## config.mk

```make
export PLATFORM = sky130hd
export DESIGN_NAME = answerback_auto_linefeed
export DESIGN_NICKNAME = d
export VERILOG_FILES = /design/src/ab_pkg.sv /design/src/answerback_auto_linefeed.sv
export VERILOG_INCLUDE_DIRS = /design/src
export SDC_FILE = /design/constraint.sdc
export NUM_CORES = 1
export LEC_CHECK = 0
export BUFFER_PORTS_ARGS = -buffer_cell sky130_fd_sc_hd__clkbuf_2
export CAP_MARGIN = 20
export CORE_MARGIN = 4
export CORE_UTILIZATION = 44
export DETAILED_ROUTE_END_ITERATION = 6
export PLACE_DENSITY_LB_ADDON = 0.2
export SYNTH_ARGS = -nofsm -noshare
export SYNTH_HDL_FRONTEND = slang
export SYNTH_SLANG_ARGS = --single-unit
```

## constraint.sdc

```tcl
create_clock -name ref_clk_i -period 10 [get_ports ref_clk_i]
set_input_delay 1 -clock ref_clk_i [delete_from_list [all_inputs] [get_ports ref_clk_i]]
set_output_delay 1 -clock ref_clk_i [all_outputs]
set_load 0.01 [all_outputs]
```

## src/ab_cfg.svh

```systemverilog
// Constants for the answerback and automatic line-feed block
// Functional notes
// - Switch message of twenty positions, spaces count
// - Start message on request key or ENQ
// - On-line sends to line, local prints locally
// - Answer only when gating line permits it
// - Local mode ignores the gating line entirely
// - Keyboard passes through, blocked while inserting
// - Typed return with switch, jumper inserts LF
// - LF keystrobe only while clear-to-send high
// - LF accepted, restore the keyboard path
// - No transmit jumper, no transmit insertion
// - Received return processed, then disable UART
// - Drive LF on buffer lines while disabled
// - Assert own data-available with inserted LF
// - LF processed, release lines, enable UART
// - No receive jumper, no receive insertion
// - Request blocks keyboard, steps selector, strobes
// - Message goes out on keyboard lines only
// - Each accepted character brings the next
// - Inserted code is line feed, bits 2,4
// - All-zero position ends the message
// - Middle gate level holds request, sends nothing
// - Requests ignored while message in progress
`ifndef AB_CFG_SVH
`define AB_CFG_SVH
`define CHAR_W       7
`define MSG_LEN      20
`define SEL_W        5
`define CODE_LF      7'h0A
`define CODE_CR      7'h0D
`define CODE_ENQ     7'h05
`define CODE_NUL     7'h00
`define GATE_INHIBIT 2'h0
`define GATE_HOLD    2'h1
`define GATE_OPEN    2'h2
`define FIFO_DEPTH   4
`endif

```

## src/ab_pkg.sv

```systemverilog
// Types for the answerback and automatic line-feed block
package ab_pkg;
  typedef enum logic [1:0] {SRC_KBD, SRC_TXLF, SRC_AB} src_t;
  typedef struct packed {
    src_t       src;
    logic [6:0] code;
  } tx_word_t;
  typedef enum logic [1:0] {TX_IDLE, TX_ARMED, TX_PUSH, TX_WAIT} tx_state_t;
  typedef enum logic [1:0] {RX_IDLE, RX_CR, RX_LF} rx_state_t;
  typedef enum logic [1:0] {AB_IDLE, AB_PEND, AB_SEND, AB_WAIT} ab_state_t;
  typedef enum logic [1:0] {DR_IDLE, DR_BUSY, DR_READY} drain_state_t;
endpackage : ab_pkg

```

## src/answerback_auto_linefeed.sv

```systemverilog
// Answerback message sender with transmit and receive line-feed insertion
`timescale 1ns/1ps
`default_nettype none
`include "ab_cfg.svh"

module tx_fifo #(
  parameter int W = 9,
  parameter int D = 4
) (
  // Clock and reset
  input  wire logic         ref_clk_i,
  input  wire logic         rstn_i,
  // Fill side
  input  wire logic         in_valid_i,
  output logic              in_ready_o,
  input  wire logic [W-1:0] in_data_i,
  // Drain side
  output logic              out_valid_o,
  input  wire logic         out_ready_i,
  output logic [W-1:0]      out_data_o
);
  localparam int AW = (D > 1) ? $clog2(D) : 1;
  logic [W-1:0]  mem_q [D];
  logic [AW-1:0] wr_q;
  logic [AW-1:0] rd_q;
  logic [AW:0]   cnt_q;
  logic          push;
  logic          pop;

  // Honest full and empty flags
  assign in_ready_o  = (cnt_q != (AW+1)'(D));
  assign out_valid_o = (cnt_q != '0);
  assign out_data_o  = mem_q[rd_q];
  assign push        = in_valid_i && in_ready_o;
  assign pop         = out_valid_o && out_ready_i;

  // Storage write
  always_ff @(posedge ref_clk_i) begin
    if (push) begin
      mem_q[wr_q] <= in_data_i;
    end
  end

  // Pointers and occupancy
  always_ff @(posedge ref_clk_i) begin
    if (!rstn_i) begin
      wr_q  <= '0;
      rd_q  <= '0;
      cnt_q <= '0;
    end else begin
      if (push) begin
        wr_q <= (wr_q == AW'(D-1)) ? '0 : wr_q + 1'b1;
      end
      if (pop) begin
        rd_q <= (rd_q == AW'(D-1)) ? '0 : rd_q + 1'b1;
      end
      cnt_q <= cnt_q + (AW+1)'(push) - (AW+1)'(pop);
    end
  end
endmodule : tx_fifo

module answerback_auto_linefeed #(
  parameter int MSG_LEN    = `MSG_LEN,
  parameter int FIFO_DEPTH = `FIFO_DEPTH
) (
  // Clock and reset
  input  wire logic                         ref_clk_i,
  input  wire logic                         rstn_i,
  // Keyboard side
  input  wire logic [`CHAR_W-1:0]           kbd_data_i,
  input  wire logic                         kbd_strobe_i,
  output logic                              kbd_ready_o,
  // UART transmit side
  output logic [`CHAR_W-1:0]                uart_tx_data_o,
  output logic                              uart_kstrb_o,
  input  wire logic                         xmit_rdy_i,
  // Receive side and character buffer lines
  input  wire logic [`CHAR_W-1:0]           rx_data_i,
  output logic [`CHAR_W-1:0]                rx_data_o,
  output logic                              rx_data_oe_o,
  input  wire logic                         uart_da_i,
  input  wire logic                         clr_da_i,
  output logic                              uart_out_en_o,
  output logic                              option_data_avail_out_o,
  // Switches, jumpers and gating
  input  wire logic                         answerback_request_key_i,
  input  wire logic                         local_mode_i,
  input  wire logic                         auto_newline_switch_i,
  input  wire logic                         tx_insert_jumper_i,
  input  wire logic                         rx_insert_jumper_i,
  input  wire logic [1:0]                   trilevel_transmit_gate_i,
  input  wire logic [MSG_LEN*`CHAR_W-1:0]   message_i,
  // Status
  output logic                              ab_busy_o,
  output logic                              tx_lf_busy_o,
  output logic                              rx_lf_busy_o
);
  import ab_pkg::*;
  localparam int SW = 2 * `CHAR_W + 11 + MSG_LEN * `CHAR_W;
  logic [SW-1:0]            s1_q;
  logic [SW-1:0]            s2_q;
  logic [`CHAR_W-1:0]       kbd_data;
  logic [`CHAR_W-1:0]       rx_data;
  logic [MSG_LEN*`CHAR_W-1:0] msg;
  logic                     kbd_stb;
  logic                     xrdy;
  logic                     da;
  logic                     clr;
  logic                     key;
  logic                     loc;
  logic                     auto_sw;
  logic                     tx_jmp;
  logic                     rx_jmp;
  logic [1:0]               gate;
  logic [4:0]               prev_q;
  logic                     kbd_edge;
  logic                     xrdy_rise;
  logic                     da_rise;
  logic                     clr_rise;
  logic                     key_rise;
  logic                     permit;
  logic                     cts;
  tx_state_t                tx_q;
  rx_state_t                rx_q;
  ab_state_t                ab_q;
  drain_state_t             dr_q;
  logic [`SEL_W-1:0]        sel_q;
  logic [`CHAR_W-1:0]       ab_char;
  tx_word_t                 fifo_in;
  tx_word_t                 fifo_out;
  logic                     fifo_in_valid;
  logic                     fifo_in_ready;
  logic                     fifo_out_valid;
  logic                     fifo_pop;
  src_t                     sent_src_q;
  logic                     accepted;
  logic                     kbd_push;
  logic                     lf_push;
  logic                     ab_push;
  logic                     kbd_block;

  // Two-flop synchronisers for every pin input except clock and reset
  always_ff @(posedge ref_clk_i) begin
    if (!rstn_i) begin
      s1_q <= '0;
      s2_q <= '0;
    end else begin
      s1_q <= {kbd_data_i, rx_data_i, kbd_strobe_i, xmit_rdy_i, uart_da_i, clr_da_i,
               answerback_request_key_i, local_mode_i, auto_newline_switch_i,
               tx_insert_jumper_i, rx_insert_jumper_i, trilevel_transmit_gate_i, message_i};
      s2_q <= s1_q;
    end
  end

  // Unpack the synchronised inputs
  assign {kbd_data, rx_data, kbd_stb, xrdy, da, clr, key, loc, auto_sw,
          tx_jmp, rx_jmp, gate, msg} = s2_q;
  // Edge detection on the synchronised strobes, previous levels in one word
  always_ff @(posedge ref_clk_i) begin
    if (!rstn_i) begin
      prev_q <= 5'h00;
    end else begin
      prev_q <= {kbd_stb, xrdy, da, clr, key};
    end
  end
  assign kbd_edge  = kbd_stb && !prev_q[4];
  assign xrdy_rise = xrdy && !prev_q[3];
  assign da_rise   = da && !prev_q[2];
  assign clr_rise  = clr && !prev_q[1];
  assign key_rise  = key && !prev_q[0];
  // Gating: local mode always permits; middle level only latches
  assign permit = loc || (gate != `GATE_INHIBIT);
  assign cts    = loc || (gate == `GATE_OPEN);
  // Keyboard path blocked during insertion or message
  assign kbd_block   = (tx_q != TX_IDLE) || (ab_q != AB_IDLE);
  assign kbd_ready_o = fifo_in_ready && !kbd_block;
  assign kbd_push    = kbd_edge && kbd_ready_o;
  assign lf_push     = (tx_q == TX_PUSH) && cts;
  assign ab_char     = msg[(32'(sel_q) - 1) * `CHAR_W +: `CHAR_W];
  assign ab_push     = (ab_q == AB_SEND) && cts && (ab_char != `CODE_NUL)
                       && (sel_q != '0) && !lf_push; // A queued line feed owns the slot
  // Source selection into the transmit FIFO
  always_comb begin
    fifo_in_valid = 1'b0;
    fifo_in.src   = SRC_KBD;
    fifo_in.code  = kbd_data;
    if (lf_push) begin
      fifo_in_valid = 1'b1;
      fifo_in.src   = SRC_TXLF;
      fifo_in.code  = `CODE_LF;
    end else if (ab_push) begin
      fifo_in_valid = 1'b1;
      fifo_in.src   = SRC_AB;
      fifo_in.code  = ab_char;
    end else if (kbd_push) begin
      fifo_in_valid = 1'b1;
    end
  end
  tx_fifo #(
    .W ($bits(tx_word_t)),
    .D (FIFO_DEPTH)
  ) u_fifo (
    .ref_clk_i   (ref_clk_i),
    .rstn_i      (rstn_i),
    .in_valid_i  (fifo_in_valid),
    .in_ready_o  (fifo_in_ready),
    .in_data_i   (fifo_in),
    .out_valid_o (fifo_out_valid),
    .out_ready_i (fifo_pop),
    .out_data_o  (fifo_out)
  );
  // Drain to UART: strobe when ready, wait for busy then ready again
  assign fifo_pop = (dr_q == DR_IDLE) && xrdy && fifo_out_valid;
  assign accepted = (dr_q == DR_READY) && xrdy_rise;
  always_ff @(posedge ref_clk_i) begin
    if (!rstn_i) begin
      dr_q           <= DR_IDLE;
      uart_tx_data_o <= '0;
      uart_kstrb_o   <= 1'b0;
      sent_src_q     <= SRC_KBD;
    end else begin
      uart_kstrb_o <= fifo_pop;
      case (dr_q)
        DR_IDLE: begin
          if (fifo_pop) begin
            uart_tx_data_o <= fifo_out.code;
            sent_src_q     <= fifo_out.src;
            dr_q           <= DR_BUSY;
          end
        end
        DR_BUSY: begin
          if (!xrdy) begin
            dr_q <= DR_READY;
          end
        end
        DR_READY: begin
          if (xrdy_rise) begin
            dr_q <= DR_IDLE;
          end
        end
        default: dr_q <= DR_IDLE;
      endcase
    end
  end

  // Transmit line-feed insertion after a typed return
  always_ff @(posedge ref_clk_i) begin
    if (!rstn_i) begin
      tx_q <= TX_IDLE;
    end else begin
      case (tx_q)
        TX_IDLE: begin
          if (kbd_push && kbd_data == `CODE_CR && auto_sw && tx_jmp) begin
            tx_q <= TX_ARMED;
          end
        end
        TX_ARMED: begin
          if (accepted && sent_src_q == SRC_KBD) begin
            tx_q <= TX_PUSH;
          end
        end
        TX_PUSH: begin
          if (lf_push && fifo_in_ready) begin
            tx_q <= TX_WAIT;
          end
        end
        TX_WAIT: begin
          if (accepted && sent_src_q == SRC_TXLF) begin
            tx_q <= TX_IDLE;
          end
        end
        default: tx_q <= TX_IDLE;
      endcase
    end
  end

  // Answerback request latch and character sequencing
  always_ff @(posedge ref_clk_i) begin
    if (!rstn_i) begin
      ab_q  <= AB_IDLE;
      sel_q <= '0;
    end else begin
      case (ab_q)
        AB_IDLE: begin
          if ((key_rise || (da_rise && rx_data == `CODE_ENQ)) && permit) begin
            ab_q <= AB_PEND;
          end
        end
        AB_PEND: begin
          if (!permit) begin
            ab_q <= AB_IDLE;
          end else if (cts) begin
            sel_q <= `SEL_W'(1);
            ab_q  <= AB_SEND;
          end
        end
        AB_SEND: begin
          if (ab_char == `CODE_NUL) begin
            sel_q <= '0;
            ab_q  <= AB_IDLE;
          end else if (ab_push && fifo_in_ready) begin
            ab_q <= AB_WAIT;
          end
        end
        AB_WAIT: begin
          if (accepted && sent_src_q == SRC_AB) begin
            if (sel_q == `SEL_W'(MSG_LEN)) begin
              sel_q <= '0;
              ab_q  <= AB_IDLE;
            end else begin
              sel_q <= sel_q + 1'b1;
              ab_q  <= AB_SEND;
            end
          end
        end
        default: ab_q <= AB_IDLE;
      endcase
    end
  end

  // Receive line-feed insertion after a received return
  always_ff @(posedge ref_clk_i) begin
    if (!rstn_i) begin
      rx_q <= RX_IDLE;
    end else begin
      case (rx_q)
        RX_IDLE: begin
          if (da_rise && rx_data == `CODE_CR && rx_jmp) begin
            rx_q <= RX_CR;
          end
        end
        RX_CR: begin
          if (clr_rise) begin
            rx_q <= RX_LF;
          end
        end
        RX_LF: begin
          if (clr_rise) begin
            rx_q <= RX_IDLE;
          end
        end
        default: rx_q <= RX_IDLE;
      endcase
    end
  end

  // Buffer-line drive and option data-available, from flip-flops
  always_ff @(posedge ref_clk_i) begin
    if (!rstn_i) begin
      rx_data_o               <= '0;
      rx_data_oe_o            <= 1'b0;
      uart_out_en_o           <= 1'b1;
      option_data_avail_out_o <= 1'b0;
    end else begin
      rx_data_o               <= `CODE_LF;
      rx_data_oe_o            <= (rx_q == RX_LF);
      uart_out_en_o           <= (rx_q != RX_LF);
      option_data_avail_out_o <= (rx_q == RX_LF);
    end
  end

  // Status outputs
  assign ab_busy_o    = (ab_q != AB_IDLE);
  assign tx_lf_busy_o = (tx_q != TX_IDLE);
  assign rx_lf_busy_o = (rx_q != RX_IDLE);
endmodule : answerback_auto_linefeed
`default_nettype wire

```

======== After elaboration in Yosys (flattened, before gate mapping) ========
Memory sizes are Yosys's and may differ from the RTL's. A register that Yosys moved wholly into a read port is not among the register bits.
Index checks and enable logic that the tools add are counted.
word-level totals
  output and inout port bits .............. 22
  memories ................................ 1
  RAM bits ................................ 36
  flip-flop bits (word level) ............. 365
  bits of input ports ..................... 167
  logic and storage cells ................. 160
operators by class
  equality and inequality tests ........... 38
  shift operators ......................... 1
  multiply operators ...................... 1
  reductions and logical operators ........ 61
  mux-type cells .......................... 37
  add/sub/neg operators ................... 6
memories
  memory        words  width  read ports  clocked after Yosys merged registers in  wr ports  RTL line                        source
  u_fifo.mem_q  4      9      1           1                                        1         answerback_auto_linefeed.sv:23  logic [W-1:0] mem_q [D];
operators by type and width
  kind                                                 number
  indexed part select 140 x 33 -> 7 bit                1
  two-way mux 2 bit                                    19
  logical AND 1 bit                                    29
  != test 2 bit, second input constant                 13
  two-way mux 5 bit                                    5
  equality test 2 bit, second input constant           10
  two-way mux 9 bit                                    2
  case mux 2 bit (4 select lines)                      2
  case mux 5 bit (3 select lines)                      1
  equality test 7 x 4 -> 1 bit, second input constant  2
  case mux 2 bit (3 select lines)                      2
  equality test 2 x 1 -> 1 bit, second input constant  5
  zero test 2 bit                                      5
  multiplier 6 x 4 -> 10 bit, second input constant    1
  zero test 1 bit                                      8
  AND reduction 4 bit                                  2
  nonzero test 2 bit                                   4
  equality test 7 x 3 -> 1 bit, second input constant  1
  zero test 7 bit                                      1
  nonzero test 7 bit                                   1
  != test 2 x 1 -> 1 bit, second input constant        3
  != test 3 bit, second input constant                 2
  AND reduction 3 bit                                  2
  nonzero test 3 bit                                   2
  other kinds (13)                                     21

======== Depth between registers and ports, before layout ========
  depth in word-level cells ............... 12
  mapped depth ............................ 36
  depth with buffers taken out ............ 25

======== Hierarchy ========
A second synthesis with hierarchy kept.
unflattened totals
  cell total of the unflattened synthesis .. 1,742
  area total of the unflattened synthesis .. 19,327.3 um^2
modules (own cells, without submodules)
  module                    instances  area each (um^2)  cells each
  answerback_auto_linefeed  1          17,541.8          1,642
  tx_fifo                   1          1,785.5           100

======== Worst setup path after synthesis ========
No wires, ideal clock.
  kind .................................... reg2reg
  start ................................... reg sel_q[0]
  end ..................................... reg u_fifo.cnt_q[2]
  required time ........................... 9.885 ns
  slack ................................... 2.443 ns
  setup time .............................. 0.115 ns
  cell stages (with the launch flop) ...... 34
  arrival time ............................ 7.442 ns
  path buffers ............................ 11
  cells stage by stage .................... dfxtp_1 > buf_6 > inv_2 > clkbuf_1 > clkbuf_1 > ha_1 > buf_2 > buf_2 > buf_4 > buf_4 > inv_1 > ha_1 > inv_1 > fa_1 > fa_1 > clkbuf_1 > clkbuf_1 > mux4_2 > nand2_1 > nand2_1 > a222oi_1 > nor4_1 > a31oi_1 > a31oi_1 > a2111oi_0 > and4_1 > buf_4 > nor2_2 > buf_6 > o21a_1 > ha_1 > fa_1 > xnor2_1 > and2_1
between the ends
  word-level cells in the longest chain between the ends .. 12
RTL lines
  what                                   RTL line                         source
  from (decl)                            answerback_auto_linefeed.sv:127  logic [`SEL_W-1:0] sel_q;
  from (signal assigned)                 answerback_auto_linefeed.sv:293  sel_q <= `SEL_W'(1);
  from (signal assigned)                 answerback_auto_linefeed.sv:311  sel_q <= sel_q + 1'b1;
  subtractor 5 x 1 -> 6 bit              answerback_auto_linefeed.sv:179  assign ab_char = msg[(32'(sel_q) - 1) * `CHAR_W +: `CHAR_W];
  multiplier 6 x 4 -> 10 bit (no line)   -
  indexed part select 140 x 33 -> 7 bit  answerback_auto_linefeed.sv:179
  nonzero test 7 bit (no line)           -
  logical AND 1 bit                      answerback_auto_linefeed.sv:180  assign ab_push = (ab_q == AB_SEND) && cts && (ab_char != `CODE_NUL)
  logical AND 1 bit (*) (2 in series)    answerback_auto_linefeed.sv:180
  two-way mux 1 bit (*)                  answerback_auto_linefeed.sv:191  end else if (ab_push) begin
  two-way mux 1 bit (*)                  answerback_auto_linefeed.sv:187  if (lf_push) begin
  logical AND 1 bit (*)                  answerback_auto_linefeed.sv:34   assign push = in_valid_i && in_ready_o;
  named net u_fifo.push                  answerback_auto_linefeed.sv:27   logic push;
  adder 3 x 1 -> 3 bit (*)               answerback_auto_linefeed.sv:57   cnt_q <= cnt_q + (AW+1)'(push) - (AW+1)'(pop);
  subtractor 3 x 1 -> 3 bit (*)          answerback_auto_linefeed.sv:57
  to (signal assigned)                   answerback_auto_linefeed.sv:57
  to (decl)                              answerback_auto_linefeed.sv:26   logic [AW:0] cnt_q;
The timed path passes the listed nets; every way through them passes the cells marked *.
A chain may end at the register's enable or synchronous reset.

======== Final worst setup path ========
  start ................................... reg sel_q[0]
  end ..................................... mem u_fifo.mem_q[0][2] (enable)
between the ends
  word-level cells in the longest chain between the ends .. 12
RTL lines
  what                                         RTL line                         source
  subtractor 5 x 1 -> 6 bit                    answerback_auto_linefeed.sv:179
  multiplier 6 x 4 -> 10 bit (no line)         -
  indexed part select 140 x 33 -> 7 bit        answerback_auto_linefeed.sv:179
  nonzero test 7 bit (no line)                 -
  logical AND 1 bit                            answerback_auto_linefeed.sv:180
  logical AND 1 bit (*) (2 in series)          answerback_auto_linefeed.sv:180
  two-way mux 1 bit (*)                        answerback_auto_linefeed.sv:191
  two-way mux 1 bit (*)                        answerback_auto_linefeed.sv:187
  logical AND 1 bit (*)                        answerback_auto_linefeed.sv:34
  two-way mux 1 bit (*)                        answerback_auto_linefeed.sv:39   if (push) begin
  two-way mux 1 bit (not written as such) (*)  answerback_auto_linefeed.sv:40   mem_q[wr_q] <= in_data_i;
  to (decl)                                    answerback_auto_linefeed.sv:23
Mark *: on every way between the ends. The rest lies on a longest branch, timed or not.

==> flow_summary_export.csv <==
group,metric,value,unit
timing,fmax,117,MHz
critical_path,required,10.19,ns
detailed_routing,wl_met3,3040,um
logic_synthesis,ys_ff_latch,404,
logic_synthesis,synth.most_common_cell,"dfxtp_1",
timing,finalSetupViolCount,0,
power_and_ir_drop,swShare,27.3,%
clock_tree,h-tree-depth,2,
clock_tree,cts.path.max_buffers,3,
logic_synthesis,yosysTopAreaCellShare,38.0,%
detailed_routing,vias,14162,
critical_path,worst_setup_path_start_kind,"register",
clock_tree,cts_tree,"yes",
detailed_routing,avgViaCountPerCell,5.66,
logic_synthesis,syn-cell-area,0.0194,mm^2
critical_path,rrSetupSlack,1.47,ns
clock_tree,post_cts_buffers,0,
timing,hold_violations,0,
global_routing,grt_pass1_vias,14287,
critical_path,worstReg2RegStart,"sel_q[0]$_SDFFE_PN0P_",
critical_path,r2r_end,"u_fifo.mem_q[0][2]$_DFFE_PP_",
critical_path,timing.critical_path.cells,"inv_2 -> ha_4 -> nor2b_1 -> or2_2 -> ha_1 -> ha_1 -> inv_1 -> fa_2 -> inv_1 -> nor2_1 -> a22oi_1 -> o21ai_0 -> a21oi_1 -> or4_1 -> nor2_1 -> o21ai_1 -> and4_1 -> nor2_2 -> buf_4 -> o211a_1",
global_routing,grt_pass1_wl,84800,um
logic_synthesis,ys_seq_area_share,43.6,%
logic_synthesis,synth_cell_types,90,
critical_path,cp-end-kind,"register",
logic_synthesis,synth_top_flop_cell,"dfxtp_1",
clock_tree,clk_latency,0.55,ns
floorplan,die_x,218,um
detailed_routing,drtPass1Iterations,6,
status,status,"finished clean",
timing,relSlewSlack,27.2,%
finish,finalNetCount,2085,
clock_tree,cts_hold_buf,0,
logic_synthesis,yosys-top-cells-area,"dfxtp_1 (38%), mux4_2 (17%), and2_1 (11%)",
place,port_buffers,183,
timing,hold_ws,0.422,ns
timing,rsz0062_at_grt,"false",
detailed_routing,routed_wl,55400,um
detailed_routing,maxUsedRoutingLayer,"met4",
floorplan,ios,189,
critical_path,worst-setup-path-type,"reg -> reg",
timing,tns,0,ns
critical_path,crit_start,"sel_q[0]$_SDFFE_PN0P_",
detailed_routing,drc,0,
detailed_routing,ant_nets,0,
finish,drive_above_1_share,23.8,%
finish,areaGrowthSynthToFinish,13.7,%
global_routing,track_usage,22.9,%
critical_path,slowest_delay,1.14,ns
power_and_ir_drop,p_comb_share,17.3,%
floorplan,initial_core_util,44.8,%
power_and_ir_drop,p_sw,1.07,mW
logic_synthesis,synthCells,1768,
timing,period_minus_slack,8.53,ns
power_and_ir_drop,leakagePower,8.48,nW
power_and_ir_drop,power_frac_seq,44.7,%
clock_tree,clk_pin_slew,0.06,ns
power_and_ir_drop,pwr-share-clk,38.0,%
place,place_hpwl,41400,um
place,gp_congestion,0.966,
floorplan,die-area,0.0475,mm^2
detailed_routing,drt-initial-drc-count,1117,
critical_path,cp.arrival,8.72,ns
power_and_ir_drop,peakVddDrop,0.139,mV
timing,fin_skew,0.0155,ns
critical_path,cpMaxStageDelayCell,"fa_2",
global_routing,grt_overflow,0,
floorplan,core,0.0433,mm^2
min_path,hold_start,"s1_q[105]$_SDFF_PN0_",
power_and_ir_drop,p_int,2.86,mW
timing,maxSlewViolCount,0,
global_routing,grt_max_degree,203,
critical_path,critPathCapture,"u_fifo.mem_q[0][2]$_DFFE_PP_",
clock_tree,root_buffer,"clkbuf_16",
clock_tree,cts_buffers,41,
detailed_routing,wl_met1,23700,um
logic_synthesis,synthArstFlopShare,0,%
power_and_ir_drop,p_per_area,179,mW/mm^2
floorplan,rows,76,
detailed_routing,wl_per_cell,22.1,um
logic_synthesis,syn_avg_cell_area,11.0,um^2
detailed_routing,route.met2.wl,26800,um
logic_synthesis,synthTopCellsByCount,"dfxtp_1 (368), and2_1 (341), mux4_2 (148)",
timing,post-route-period-util,85.3,%
logic_synthesis,synth_edf_count,36,
logic_synthesis,yosysTopAreaCell,"dfxtp_1",
clock_tree,cts_resized,0,
critical_path,cp.depth,20,
clock_tree,clock-sinks,404,
logic_synthesis,yosys_warnings,0,
timing,tightest_slew,1.09,ns
global_routing,antenna_found_initial,0,
critical_path,crit_family,"simple AND/OR/NAND/NOR gates",
run,cap_violations,0,
critical_path,reg2reg_depth,20,
critical_path,cp_max_fo,43,
floorplan,die_h,218,um
critical_path,path_buf_inv,4,
min_path,holdCritPathClass,"reg -> reg",
[state kept, by name, summed over array words and instances (netlist names), 2 cells and up]
| register | count |
|---|---|
| tx_q | 2 |
| sel_q | 5 |
| u_fifo.wr_q | 2 |
| sent_src_q | 2 |
| u_fifo.rd_q | 2 |
| rx_q | 2 |
| u_fifo.mem_q | 36 |
| prev_q | 5 |
| s2_q | 165 |
| ab_q | 2 |
| dr_q | 2 |
| u_fifo.cnt_q | 3 |
| s1_q | 165 |
| uart_tx_data_o | 7 |
[per-layer routing]
layer	vias up	track usage, %
met5	-	0
met4	0	8.01
met3	109	3.48
met2	490	38.1
met1	6969	30.8
li1	6594	-
[worst min path at each step]
stage / end / slack (ns) / depth (start not counted)
after global routing: s2_q[105]$_SDFF_PN0_ / 0.44 / 1
after global placement: s2_q[147]$_SDFF_PN0_ / 0.41 / 1
after detailed placement: s2_q[41]$_SDFF_PN0_ / 0.42 / 1
after floorplan: s2_q[121]$_SDFF_PN0_ / 0.41 / 1
final: s2_q[105]$_SDFF_PN0_ / 0.42 / 1
after CTS: s2_q[105]$_SDFF_PN0_ / 0.43 / 1
[power by group through the flow]
stage | Combinational (mW) | Clock, mW | Sequential [mW]
global route | 0.728 | 1.61 | 1.77
detailed placement | 0.665 | 0 | 1.80
global placement | 0.671 | 0 | 1.79
CTS | 0.669 | 1.54 | 1.76
floorplan | 0.444 | 0 | 1.77
finish | 0.680 | 1.50 | 1.76
[cells in the final DEF, fill, tap and decap left out, types with 8 or more instances in the layout]
cell type,n
dfxtp_1,367
and2_1,341
clkbuf_2,183
mux4_2,148
nand2_1,93
nor2_1,92
mux2i_1,67
a21oi_1,45
clkbuf_16,45
inv_1,38
o22ai_1,36
edfxtp_1,36
o21ai_0,35
ha_1,26
nand3_1,25
buf_4,23
nor3_1,21
nor4_1,16
nand4_1,14
xnor2_1,11
a31oi_1,11
nand2b_1,10
nor2b_1,10
a22oi_1,9
clkinv_2,9
or3_1,8
[cell type report]
class                           instances  area (um^2)
Fill cell                            3902        21200
Sequential cell                       404         8450
Tap cell                              585          732
Inverter                               40          150
Clock inverter                         19          170
Timing Repair Buffer                  208         1150
Multi-Input combinational cell       1191        10200
Clock buffer                           55         1180
Antenna cell                            1         2.50
[logic make-up after synthesis]
group / after synthesis / share of synthesized area (%)
mux: 223 / 21.1
xor+xnor: 16 / 0.762
other cells: 1 / 0.0194
fa+ha+maj: 32 / 2.26
simple gates: 673 / 19.4
buf+inv: 177 / 4.07
flops: 404 / 43.6
compound gates: 242 / 8.74
[through the flow]
stage	instance area [um^2]	total power, mW	util (%)	setup WS, ns	std cells
5_1_grt	22000	4.11	50.9	1.08	2502
3_3_place_gp	20600	2.47	47.6	1.79	2426
4_1_cts	22000	3.97	50.8	1.65	2500
3_5_place_dp	20600	2.46	47.6	1.67	2426
6_report	22000	3.94	50.9	1.47	2503
2_1_floorplan	19400	2.22	-	2.44	1772
Note: power is estimated with default switching activity, not from simulation.
